[config.mk]
export PLATFORM = sky130hd
export DESIGN_NAME = fan_lut_upper_entries
export DESIGN_NICKNAME = d
export VERILOG_FILES = /design/src/common/fan_lut_pkg.sv /design/src/common/lut_entry_if.sv /design/src/fan_lut_upper_entries.sv /design/src/lut_entry_slot.sv
export VERILOG_INCLUDE_DIRS = /design/src /design/src/common
export SDC_FILE = /design/constraint.sdc
export NUM_CORES = 1
export LEC_CHECK = 0
export BUFFER_PORTS_ARGS = -buffer_cell sky130_fd_sc_hd__buf_2
export CORE_MARGIN = 8
export CORE_UTILIZATION = 40
export CTS_CLUSTER_DIAMETER = 30
export DETAILED_ROUTE_END_ITERATION = 6
export PLACE_DENSITY = 0.58
export SETUP_SLACK_MARGIN = 0.05
export SLEW_MARGIN = 20
export SYNTH_ARGS = -nofsm -noshare
export SYNTH_HDL_FRONTEND = slang
export SYNTH_SLANG_ARGS = --single-unit
[constraint.sdc]
create_clock -name clk -period 5 [get_ports clk]
set_input_delay 0.25 -clock clk [delete_from_list [all_inputs] [get_ports clk]]
set_output_delay 0.25 -clock clk [all_outputs]
set_load 0.1 [all_outputs]
[src/common/fan_lut_map.svh]
// Offsets, field positions, reset values and widths for the upper
// fan lookup-table entries (entries 11 and 12).
// Assumes an 8-bit register address space reached by the management
// interface engine.
`ifndef FAN_LUT_MAP_SVH
`define FAN_LUT_MAP_SVH

// Register offsets.
`define LUT_TEMP_LIMIT_11_ADDR 8'h64
`define LUT_DUTY_11_ADDR       8'h65
`define LUT_TEMP_LIMIT_12_ADDR 8'h66
`define LUT_DUTY_12_ADDR       8'h67

// Reset values.
`define LUT_TEMP_LIMIT_RESET   8'h7f
`define LUT_DUTY_RESET         8'h3f

// Temperature limit fields.
`define LIMIT_HALF_BIT         7
`define LIMIT_MAIN_MSB         6

// Duty fields.
`define DUTY_EXT_MSB           7
`define DUTY_EXT_LSB           6
`define DUTY_BASE_MSB          5

// Table-control register bit that unlocks table writes.
`define LUT_CTRL_WE_BIT        5

// Remote reading layout: 11 bits, 1/8 degree per LSB.
`define TEMP_W                 11
`define TEMP_HI_LSB            2
`define TEMP_LO_LSB            3

// Width of the half-degree comparison domain.
`define CMP_W                  10

// Number of table entries held by this block.
`define LUT_ENTRIES            2

// Reading with no mapped register returns this.
`define UNMAPPED_DATA          8'h00

`endif

[src/common/fan_lut_pkg.sv]
// Types shared by the upper lookup-table entry logic.
// Assumes fan_lut_map.svh supplies the numeric constants.
`include "fan_lut_map.svh"

package fan_lut_pkg;

  // Stored contents of one table entry.
  typedef struct packed {
    logic [7:0] limit;
    logic [7:0] duty;
  } slot_state_t;

  // Registered outputs of the top block.
  typedef struct packed {
    logic [7:0] rdata;
    logic       rvalid;
    logic       wr_ignored;
    logic [7:0] duty;
    logic       hit_11;
    logic       hit_12;
  } top_state_t;

endpackage

[src/common/lut_entry_if.sv]
// Carrier between the table block and one entry slot.
// Assumes both ends run on the same clock.
`timescale 1ns/1ps
`include "fan_lut_map.svh"

interface lut_entry_if;
  logic                wr_limit;
  logic                wr_duty;
  logic [7:0]          wdata;
  logic                temp_hi_res;
  logic                duty_hi_eff;
  logic                duty_hi_res;
  logic [`CMP_W-1:0]   temp_half;
  logic [`CMP_W-1:0]   offset_half;
  logic [7:0]          limit_rd;
  logic [7:0]          duty_rd;
  logic                over;
  logic [7:0]          duty_eff;

  modport table_end (
    output wr_limit, wr_duty, wdata, temp_hi_res, duty_hi_eff,
           duty_hi_res, temp_half, offset_half,
    input  limit_rd, duty_rd, over, duty_eff
  );

  modport slot_end (
    input  wr_limit, wr_duty, wdata, temp_hi_res, duty_hi_eff,
           duty_hi_res, temp_half, offset_half,
    output limit_rd, duty_rd, over, duty_eff
  );
endinterface

[src/fan_lut_upper_entries.sv]
// Register bank and selection logic for lookup-table entries 11 and 12
// of the fan-speed table.
// Assumes a management-interface engine on the same clock drives the
// register port with one-cycle strobes, and that the table-control,
// offset, mode and PWM frequency settings come from elsewhere in the
// device on the same clock.
`timescale 1ns/1ps
`include "fan_lut_map.svh"

module fan_lut_upper_entries
  import fan_lut_pkg::*;
(
  // Clock and reset.
  input  wire logic                clk,
  input  wire logic                rstn,
  // Register port from the management interface engine.
  input  wire logic [7:0]          reg_addr,
  input  wire logic [7:0]          reg_wdata,
  input  wire logic                reg_wr,
  input  wire logic                reg_rd,
  output logic      [7:0]          reg_rdata,
  output logic                     reg_rvalid,
  output logic                     reg_wr_ignored,
  // Settings held elsewhere in the device.
  input  wire logic [7:0]          table_ctrl,
  input  wire logic                temp_hi_res,
  input  wire logic                duty_hi_res,
  input  wire logic                pwm_freq_22k5,
  input  wire logic [7:0]          lut_temp_offset,
  // Remote diode reading, 1/8 degree per LSB, non-negative.
  input  wire logic [`TEMP_W-1:0]  remote_temp,
  // Table result towards the PWM generator.
  output logic      [7:0]          lut_duty,
  output logic                     lut_hit_11,
  output logic                     lut_hit_12
);

  top_state_t state;
  top_state_t next_state;

  logic                  write_unlocked;
  logic                  hit_limit_11;
  logic                  hit_duty_11;
  logic                  hit_limit_12;
  logic                  hit_duty_12;
  logic                  mapped;
  logic                  duty_hi_eff;
  logic [`CMP_W-1:0]     temp_half;
  logic [`CMP_W-1:0]     offset_half;
  logic [7:0]            read_mux;
  logic [7:0]            duty_sel;
  logic [`LUT_ENTRIES-1:0] over_vec;
  logic [7:0]            limit_rd [`LUT_ENTRIES];
  logic [7:0]            duty_rd  [`LUT_ENTRIES];
  logic [7:0]            duty_eff [`LUT_ENTRIES];

  // Address decode for the four entry registers.
  always_comb begin
    hit_limit_11 = reg_addr == `LUT_TEMP_LIMIT_11_ADDR;
    hit_duty_11  = reg_addr == `LUT_DUTY_11_ADDR;
    hit_limit_12 = reg_addr == `LUT_TEMP_LIMIT_12_ADDR;
    hit_duty_12  = reg_addr == `LUT_DUTY_12_ADDR;
    mapped       = hit_limit_11 | hit_duty_11 |
                   hit_limit_12 | hit_duty_12;
  end

  // The unlock bit is sampled in the write cycle itself, so clearing it
  // in the same cycle as a write already blocks that write.
  assign write_unlocked = table_ctrl[`LUT_CTRL_WE_BIT];

  // The extended duty path needs both the mode and the fast PWM rate;
  // at other rates the six-bit path is used even in high resolution.
  assign duty_hi_eff = duty_hi_res & pwm_freq_22k5;

  // Reading in half-degree units. Low resolution drops the half bit so
  // that only the eight whole-degree bits take part.
  always_comb begin
    if (temp_hi_res) begin
      temp_half = {1'b0, remote_temp[`TEMP_W-1:`TEMP_HI_LSB]};
    end else begin
      temp_half = {1'b0, remote_temp[`TEMP_W-1:`TEMP_LO_LSB],
                   1'b0};
    end
  end

  // Offset is whole degrees; doubling puts it on the half-degree grid.
  assign offset_half = {1'b0, lut_temp_offset, 1'b0};

  // One slot per entry; index 0 is entry 11, index 1 is entry 12.
  generate
    for (genvar i = 0; i < `LUT_ENTRIES; i++) begin : g_slot
      lut_entry_if ent ();

      assign ent.wr_limit = reg_wr & write_unlocked &
                            (i == 0 ? hit_limit_11
                                    : hit_limit_12);
      assign ent.wr_duty  = reg_wr & write_unlocked &
                            (i == 0 ? hit_duty_11
                                    : hit_duty_12);
      assign ent.wdata       = reg_wdata;
      assign ent.temp_hi_res = temp_hi_res;
      assign ent.duty_hi_res = duty_hi_res;
      assign ent.duty_hi_eff = duty_hi_eff;
      assign ent.temp_half   = temp_half;
      assign ent.offset_half = offset_half;
      assign limit_rd[i]     = ent.limit_rd;
      assign duty_rd[i]      = ent.duty_rd;
      assign duty_eff[i]     = ent.duty_eff;
      assign over_vec[i]     = ent.over;

      lut_entry_slot lut_entry_slot_inst (
        .clk  (clk),
        .rstn (rstn),
        .ent  (ent.slot_end)
      );
    end
  endgenerate

  // Readback multiplexer; an unmapped address answers with zero.
  always_comb begin
    read_mux = `UNMAPPED_DATA;
    if (hit_limit_11) begin
      read_mux = limit_rd[0];
    end else if (hit_duty_11) begin
      read_mux = duty_rd[0];
    end else if (hit_limit_12) begin
      read_mux = limit_rd[1];
    end else if (hit_duty_12) begin
      read_mux = duty_rd[1];
    end
  end

  // Entry 12 sits higher in the table, so it wins when both limits are
  // exceeded. With neither exceeded the lower table entries decide and
  // this block reports no hit; the duty output then holds zero.
  always_comb begin
    duty_sel = 8'h00;
    if (over_vec[1]) begin
      duty_sel = duty_eff[1];
    end else if (over_vec[0]) begin
      duty_sel = duty_eff[0];
    end
  end

  // Next-state fill for the registered outputs.
  always_comb begin
    next_state            = state;
    next_state.rvalid     = reg_rd;
    next_state.wr_ignored = reg_wr & mapped & ~write_unlocked;
    if (reg_rd) begin
      next_state.rdata = read_mux;
    end
    next_state.duty   = duty_sel;
    next_state.hit_11 = over_vec[0] & ~over_vec[1];
    next_state.hit_12 = over_vec[1];
  end

  // State register.
  always_ff @(posedge clk or negedge rstn) begin
    if (!rstn) begin
      state <= '0;
    end else begin
      state <= next_state;
    end
  end

  // Outputs straight from the state register.
  assign reg_rdata      = state.rdata;
  assign reg_rvalid     = state.rvalid;
  assign reg_wr_ignored = state.wr_ignored;
  assign lut_duty       = state.duty;
  assign lut_hit_11     = state.hit_11;
  assign lut_hit_12     = state.hit_12;

endmodule

[src/lut_entry_slot.sv]
// One lookup-table entry: a temperature limit and its paired duty.
// Assumes the table block gates writes and supplies the mode levels.
`timescale 1ns/1ps
`include "fan_lut_map.svh"

module lut_entry_slot
  import fan_lut_pkg::*;
(
  // Clock and reset.
  input  wire logic clk,
  input  wire logic rstn,
  // Link to the table block.
  lut_entry_if.slot_end ent
);

  slot_state_t state;
  slot_state_t next_state;
  logic [7:0]        lim_half;
  logic [`CMP_W-1:0] lim_eff;

  // Write path: writes arrive already gated by the unlock bit.
  always_comb begin
    next_state = state;
    if (ent.wr_limit) begin
      next_state.limit = ent.wdata;
    end
    if (ent.wr_duty) begin
      next_state.duty = ent.wdata;
    end
  end

  always_ff @(posedge clk or negedge rstn) begin
    if (!rstn) begin
      state.limit <= `LUT_TEMP_LIMIT_RESET;
      state.duty  <= `LUT_DUTY_RESET;
    end else begin
      state <= next_state;
    end
  end

  // Readback hides the bits that the current mode leaves unused.
  always_comb begin
    ent.limit_rd = state.limit;
    ent.duty_rd  = state.duty;
    if (!ent.temp_hi_res) begin
      ent.limit_rd[`LIMIT_HALF_BIT] = 1'b0;
    end
    if (!ent.duty_hi_res) begin
      ent.duty_rd[`DUTY_EXT_MSB:`DUTY_EXT_LSB] = 2'b00;
    end
  end

  // Limit in half-degree units; the sign bit is always taken as zero,
  // so the limit can never be negative.
  always_comb begin
    if (ent.temp_hi_res) begin
      lim_half = {state.limit[`LIMIT_MAIN_MSB:0],
                  state.limit[`LIMIT_HALF_BIT]};
    end else begin
      lim_half = {state.limit[`LIMIT_MAIN_MSB:0], 1'b0};
    end
    lim_eff = {2'b00, lim_half} + ent.offset_half;
  end

  // Strictly above the limit selects this entry.
  assign ent.over = ent.temp_half > lim_eff;

  // Extended duty bits count only when the high-resolution duty path
  // is allowed; otherwise the six base bits alone form the value.
  assign ent.duty_eff = ent.duty_hi_eff ? state.duty
                      : {2'b00, state.duty[`DUTY_BASE_MSB:0]};

endmodule

==> results.md, run 1 <==
- Number of global-route vias before repair: 2513
- Post-Syn Nets: 380
- Worst path required time: 5.18 ns
- Placed Area: 0.00375 sq mm
- Antenna-violating nets left: 0
- Clock-pin slew on the worst setup and hold paths: 0.09 ns
- GR Overflow Total: 0
- Initial antenna violation count: 0
- CP Capture Type: flop
- Number of flops mapped to enable cells by yosys: 0
- Synth top area cells: dfstp_2 (20%), dfrtp_1 (20%), ha_1 (12%)
- Post-synthesis register bit count: 52
- # port buffers: 60
- Peak VDD IR: 109 uV
- DR vias/cell: 5.19
- Max Clock Skew: 0.00889 ns
- Post-CTS setup buffers: 0
- # setup viols final: 0
- Die height: 107 um
- Cell Pwr Density: 223 mW/mm^2
- Clock Latency Late Sink: 0.30 ns
- Clock Power Share: 28.5%
- Main synth FF type: dfstp_2
- Net Sw Power: 0.246 mW
- Critical Path Start Type: flop
- Total Power: 0.857 mW
- Post-synth top area share: 20.5%
- Num rows: 33
- Final hold vios: 0
- WL/cell: 16.6 um
- Starting Density: 41.0%
- Hold Path Class: in2async
- RSZ-0062 raised after global routing: false
- Number of inserted diodes: 0
- GRT Util Overall: 14.0%
- CTS root buf: clkbuf_8
- Yosys warnings: 0
- CTS Buf Count: 5
- Cell Int Power: 0.611 mW
- Sw Ratio: 28.7%
- Yosys top cell by area: dfstp_2
- Layout Nets: 443
- Global-route wire length before repair: 12.9 mm
- # resized after CTS: 0
- Fin. max-slew vios: 0
- Tmin final: 3.60 ns
- Post-Route WL: 7.74 mm
- First-pass DRT Iterations: 4
- Avg Cell Area, Syn: 11.3 sq um
- Buffer levels on the longest clock path: 2
- DRC violations left: 0
- Layout cells sized above 1: 38.6%
- Maximum capacitance violations: 0
- Post-Synthesis Cells: 296
- Commonest cells post-synth: ha_1 (32), mux2_2 (32), inv_1 (29)
- DIE AREA: 0.0115 sq mm
- Netlist cell types: 41
- CTS tree: yes
- Relative slew margins: 35.9%
- Status: completed
- Io pins: 70
- # hold bufs at CTS: 0
- Synthesis-to-layout area growth: 15.3%
- Critical path type: reg2reg
- Largest net degree at the start of global routing: 53
- Logic pwr share: 19.8%
- Netlist Area Pre-Place: 0.00333 sq mm
- CP arrival: 3.77 ns
- P_leak: 1.85 nW
- Least-Margin Pin Slew: 0.961 ns
- GPL Wtd Cong: 0.802
- TNS Setup: 0 ns
- Total number of vias: 2414
- Crit-path max FO: 7
- # H-tree levels: 2
- Power share of the sequential group: 51.7%
- Sequential area share after synthesis: 40.0%
- Chip Width: 107 um
- Initial DRC count: 65
- Period utilization: 71.9%
- Hpwl dp: 6.14 mm
- Design area: 0.00384 sq mm
- Max Clk Rate: 278 MHz
- Core Footprint: 0.00813 sq mm
- Fraction of registers with async set/reset: 100%
- CTS Sinks: 52
-- final cells by class --
cell class | count | area [sq um]
timing repair buffer | 61 | 308
clock buffer | 8 | 90.1
inverter | 29 | 109
fill | 772 | 4290
multi-input combinational | 210 | 1870
sequential | 52 | 1330
tap | 105 | 131
-- worst paths after layout --
| kind | start | to | slack (ns) | depth (start not counted) |
|---|---|---|---|---|
| min in group clk | table_ctrl[5] | reg_wr_ignored$_DFF_PN0_ | 0.12 | 2 |
| worst min-delay path | rstn | lut_duty[1]$_DFF_PN0_ | 0.05 | 2 |
| worst min register to register | g_slot[1].lut_entry_slot_inst.ent.duty_rd[4]$_DFFE_PN1P_ | lut_duty[4]$_DFF_PN0_ | 0.50 | 2 |
| max in group asynchronous | rstn | reg_rdata[6]$_DFFE_PN0P_ | 4.51 | 2 |
| worst max register to register | g_slot[1].lut_entry_slot_inst.ent.limit_rd[0]$_DFFE_PN1P_ | lut_duty[7]$_DFF_PN0_ | 1.40 | 13 |
| worst max-delay path | g_slot[1].lut_entry_slot_inst.ent.limit_rd[0]$_DFFE_PN1P_ | lut_duty[7]$_DFF_PN0_ | 1.40 | 13 |
-- critical path, cell delays in order (launching register included) --
cell and delay [ns]:
dfstp_2 0.39, ha_1 0.20, fa_1 0.40, a21oi_1 0.20, o21ai_0 0.18, o21ai_0 0.19
nand2b_1 0.09, xnor2_1 0.13, ha_1 0.30, a2111oi_0 0.44, a32oi_1 0.16, nand4_1 0.41
inv_1 0.21, mux2i_1 0.16
-- sequential cells by signal, summed over array words and instances, names as in the netlist --
register                                 cells
g_slot.lut_entry_slot_inst.ent.limit_rd     14
g_slot.lut_entry_slot_inst.ent.duty_rd      12
lut_duty                                     8
reg_rdata                                    8
g_slot.lut_entry_slot_inst.state             6
lut_hit_11                                   1
lut_hit_12                                   1
reg_rvalid                                   1
reg_wr_ignored                               1
-- layer usage --
metal	GRT usage [%]	wire length (um)	up-vias
li1	-	-	1211
met1	18.7	3580	1160
met2	23.0	3790	38
met3	3.11	331	5
met4	2.41	41	0
met5	0	0	-
-- cells by family after synthesis --
logic type      count (synthesis)  share of synthesized area [%]
compound gates                 53                           10.0
xor+xnor                       11                           2.89
fa+ha+maj                      34                           13.2
buf+inv                        34                           3.83
flops                          52                           40.0
mux                            46                           17.3
simple gates                   66                           12.8
-- power groups by stage --
stage / sequential (mW) / clock, mW / combinational [mW]
3_5_place_dp: 0.451 / 0 / 0.172
5_1_grt: 0.445 / 0.268 / 0.189
4_1_cts: 0.443 / 0.254 / 0.173
6_report: 0.443 / 0.244 / 0.170
2_1_floorplan: 0.477 / 0 / 0.0835
3_3_place_gp: 0.451 / 0 / 0.169
-- cells in the final DEF (no fill, tap or decap), drive strengths merged, types with 3 or more instances in the layout --
master   n
dfstp   26
nor2     8
xor2     4
nor2b    4
nand4   10
mux2    32
dfrtp   26
xnor2    7
mux2i    8
and3     4
inv     29
nand2    8
buf     61
o21bai   3
o21ai   20
mux4     6
nand2b   4
clkbuf   8
ha      32
o21a     3
nor3     4
a21oi   10
nand3   17
a21o     4
-- stage by stage --
| step | std cells | hold slack (ns) | utilization [%] | worst slack, ns |
|---|---|---|---|---|
| after floorplan | 296 | -0.0456 | - | 1.96 |
| after global routing | 465 | 0.116 | 47.3 | 1.08 |
| after global placement | 457 | 0.402 | 46.1 | 1.39 |
| after CTS | 465 | 0.0785 | 47.3 | 1.34 |
| after detailed placement | 457 | 0.408 | 46.1 | 1.37 |
| final | 465 | 0.0490 | 47.3 | 1.40 |
(Power assumes the default switching activity.)
==> run 2: changes to the inputs <==
--- a/config.mk
+++ b/config.mk
@@ -11,7 +11,7 @@
 export CORE_UTILIZATION = 40
 export CTS_CLUSTER_DIAMETER = 30
 export DETAILED_ROUTE_END_ITERATION = 6
-export PLACE_DENSITY = 0.58
+export PLACE_DENSITY = 0.61
 export SETUP_SLACK_MARGIN = 0.05
 export SLEW_MARGIN = 20
 export SYNTH_ARGS = -nofsm -noshare
==> constraint.sdc (replaced) <==
create_clock -name clk -period 3.15 [get_ports clk]
set_input_delay 0.1575 -clock clk [delete_from_list [all_inputs] [get_ports clk]]
set_output_delay 0.1575 -clock clk [all_outputs]
set_load 0.1 [all_outputs]
==> results.md, run 2 (synthesized netlist as in run 1, its figures left out) <==
- Status: completed
- Worst path required time: 3.33 ns (-1.85 ns)
- Io pins: 70 (unchanged)
- Chip Width: 107 um (unchanged)
- CTS root buf: clkbuf_8
- GRT Util Overall: 14.5% (+0.49 points)
- Commonest non-fill, non-tap cell in the layout: buf_2
- Sw Ratio: 28.8% (+0.14 points)
- Period utilization: 98.7% (+27 points)
- Final hold vios: 0 (unchanged)
- Core Footprint: 0.00813 sq mm (unchanged)
- Total Power: 1.41 mW (+64%)
- Clock Power Share: 27.1% (-1.4 points)
- Post-Layout Cell Count: 483 (+3.9%)
- GR Overflow Total: 0 (unchanged)
- Antenna-violating nets left: 0 (unchanged)
- Layout Nets: 461 (+4.1%)
- DIE AREA: 0.0115 sq mm (unchanged)
- Cell Int Power: 1.00 mW (+64%)
- Dpl cells: 466 (+2.0%)
- Layout cells sized above 1: 45.2% (+6.6 points)
- Hpwl dp: 6.38 mm (+3.9%)
- # port buffers: 60 (unchanged)
- Most frequent cells in the layout: buf_2 (60), mux2_2 (32), ha_1 (30)
- Net Sw Power: 0.406 mW (+65%)
- P_leak: 1.96 nW (+6.1%)
- Critical Path Start Type: flop
- Cell mode on critical path: ha_1
- GPL Wtd Cong: 0.842 (+5.0%)
- Crit-path max FO: 5 (-2)
- Peak VDD IR: 159 uV (+45%)
- Initial antenna violation count: 0 (unchanged)
- CTS Buf Count: 5 (unchanged)
- Least-Margin Pin Slew: 0.761 ns (-0.200 ns)
- Starting Density: 41.0% (unchanged)
- Num rows: 33 (unchanged)
- DRC violations left: 0 (unchanged)
- Post-Route WL: 8.25 mm (+6.6%)
- Buf/Inv on CP: 1 (unchanged)
- Worst path max stage delay: 0.56 ns (+0.12 ns)
- # setup viols final: 0 (unchanged)
- RSZ-0062 raised after global routing: true
- # H-tree levels: 2 (unchanged)
- Tmin final: 3.11 ns (-0.486 ns)
- CTS Sinks: 52 (unchanged)
- CP arrival: 3.29 ns (-0.48 ns)
- Total number of vias: 2550 (+5.6%)
- CP Capture Type: flop
- Number of global-route vias before repair: 2606 (+3.7%)
- CP Cell Sequence: ha_1, nor2b_2, o31a_1, o21ai_1, nand2b_1, xnor2_2, ha_1, a2111oi_4, o221ai_2, buf_6, nand4_1, mux2i_1
- WL/cell: 17.1 um (+2.7%)
- Largest net degree at the start of global routing: 35 (-34%)
- DR vias/cell: 5.28 (+1.7%)
- First-pass DRT Iterations: 4 (unchanged)
- Family with the most delay on the worst path: compound AO/OA/AOI/OAI gates
- Logic pwr share: 23.0% (+3.2 points)
- Max Clk Rate: 322 MHz (+16%)
- Initial DRC count: 73 (+12%)
- Power share of the sequential group: 49.9% (-1.8 points)
- Max stage delay cell, worst path: dfstp_2
- Critical path type: reg2reg
- Relative slew margins: 49.3% (+13 points)
- Fin. max-slew vios: 0 (unchanged)
- CTS tree: yes
- Max Clock Skew: 0.00402 ns (-0.00486 ns)
- Buffer levels on the longest clock path: 2 (unchanged)
- Global-route wire length before repair: 13.3 mm (+3.3%)
- Synthesis-to-layout area growth: 23.2%
- Number of inserted diodes: 0 (unchanged)
- Clock Latency Late Sink: 0.29 ns (about the same)
- Maximum capacitance violations: 0 (unchanged)
- Max FFs per register: 14 (unchanged)
- Hold Path Class: in2reg
- Clock-pin slew on the worst setup and hold paths: 0.09 ns (about the same)
- Die height: 107 um (unchanged)
- Cell Pwr Density: 343 mW/mm^2 (+54%)
run 2: cell types whose count changed in the layout (fill, tap and decap cells not counted), moves of 2 or more:
cell       previous run  this run
fa_1                  2         0
inv_2                 0         2
ha_4                  0         2
a21oi_1              10         8
a2111oi_0             2         0
buf_4                 1        16
ha_1                 32        30
a2111oi_4             0         2
o21ai_0              20        17
o21ai_1               0         2
fa_2                  0         2
inv_1                29        27
run 2: worst paths after layout:
| path | start | endpoint | slack, ns | depth (start not counted) |
|---|---|---|---|---|
| min in group asynchronous | rstn | g_slot[1].lut_entry_slot_inst.state[15]$_DFFE_PN0P_ | 0.47 | 2 |
| worst min-delay path | table_ctrl[5] | reg_wr_ignored$_DFF_PN0_ | 0.04 | 2 |
| max in group asynchronous | rstn | g_slot[0].lut_entry_slot_inst.ent.duty_rd[1]$_DFFE_PN1P_ | 1.90 | 3 |
| worst max-delay path | g_slot[0].lut_entry_slot_inst.ent.limit_rd[2]$_DFFE_PN1P_ | lut_duty[1]$_DFF_PN0_ | 0.04 | 12 |
| worst min register to register | g_slot[1].lut_entry_slot_inst.ent.duty_rd[3]$_DFFE_PN1P_ | lut_duty[3]$_DFF_PN0_ | 0.51 | 2 |
| worst max register to register | g_slot[0].lut_entry_slot_inst.ent.limit_rd[2]$_DFFE_PN1P_ | lut_duty[1]$_DFF_PN0_ | 0.04 | 12 |
run 2: worst reg2reg max path, stage by stage (launching register included):
cell and delay [ns]:
dfstp_2 0.56, ha_1 0.26, nor2b_2 0.17, o31a_1 0.32
o21ai_1 0.12, nand2b_1 0.10, xnor2_2 0.14, ha_1 0.36
a2111oi_4 0.41, o221ai_2 0.21, buf_6 0.18, nand4_1 0.09
mux2i_1 0.08
run 2: repair_timing:
action | CTS | global route
gates cloned | 1 | 0
hold buffers | 1 | 0
buffers inserted | 4 | 3
pin swaps | 7 | 8
setup endpoints to repair | 10 | 10
hold endpoints to repair | 14 | 0
gates resized for setup | 18 | 10
run 2: layer usage:
layer  GRT usage [%]  vias up  part of all wire [%]
met5               0        -                     0
met4            3.32        0                  0.92
met3            3.05        8                   4.0
met2            25.0       43                    51
met1            18.1     1252                    44
li1                -     1247                     -
run 2: stage by stage:
step	setup TNS [ns]	cell area [sq um]	worst slack, ns	hold slack, ns	util, %
after floorplan	0	3330	0.108	-0.138	-
after global placement	-0.791	3830	-0.122	0.258	47.1
after detailed placement	-1.93	3830	-0.228	0.270	47.1
after CTS	0	4040	0.0398	0.0316	49.6
after global routing	-0.645	4110	-0.104	0.0352	50.5
final	0	4110	0.0403	0.0444	50.5
run 2: area by class of cell:
type                       count  area [sq um]
fill                         757          4030
tap                          105           131
multi-input combinational    210          1980
timing repair buffer          79           462
sequential                    52          1330
inverter                      29           109
clock buffer                   8          90.1
run 2: power groups by stage:
| stage | combinational [mW] | sequential [mW] | clock (mW) |
|---|---|---|---|
| detailed placement | 0.293 | 0.715 | 0 |
| floorplan | 0.133 | 0.757 | 0 |
| finish | 0.324 | 0.703 | 0.381 |
| global placement | 0.287 | 0.714 | 0 |
| global route | 0.353 | 0.705 | 0.418 |
| CTS | 0.313 | 0.703 | 0.395 |
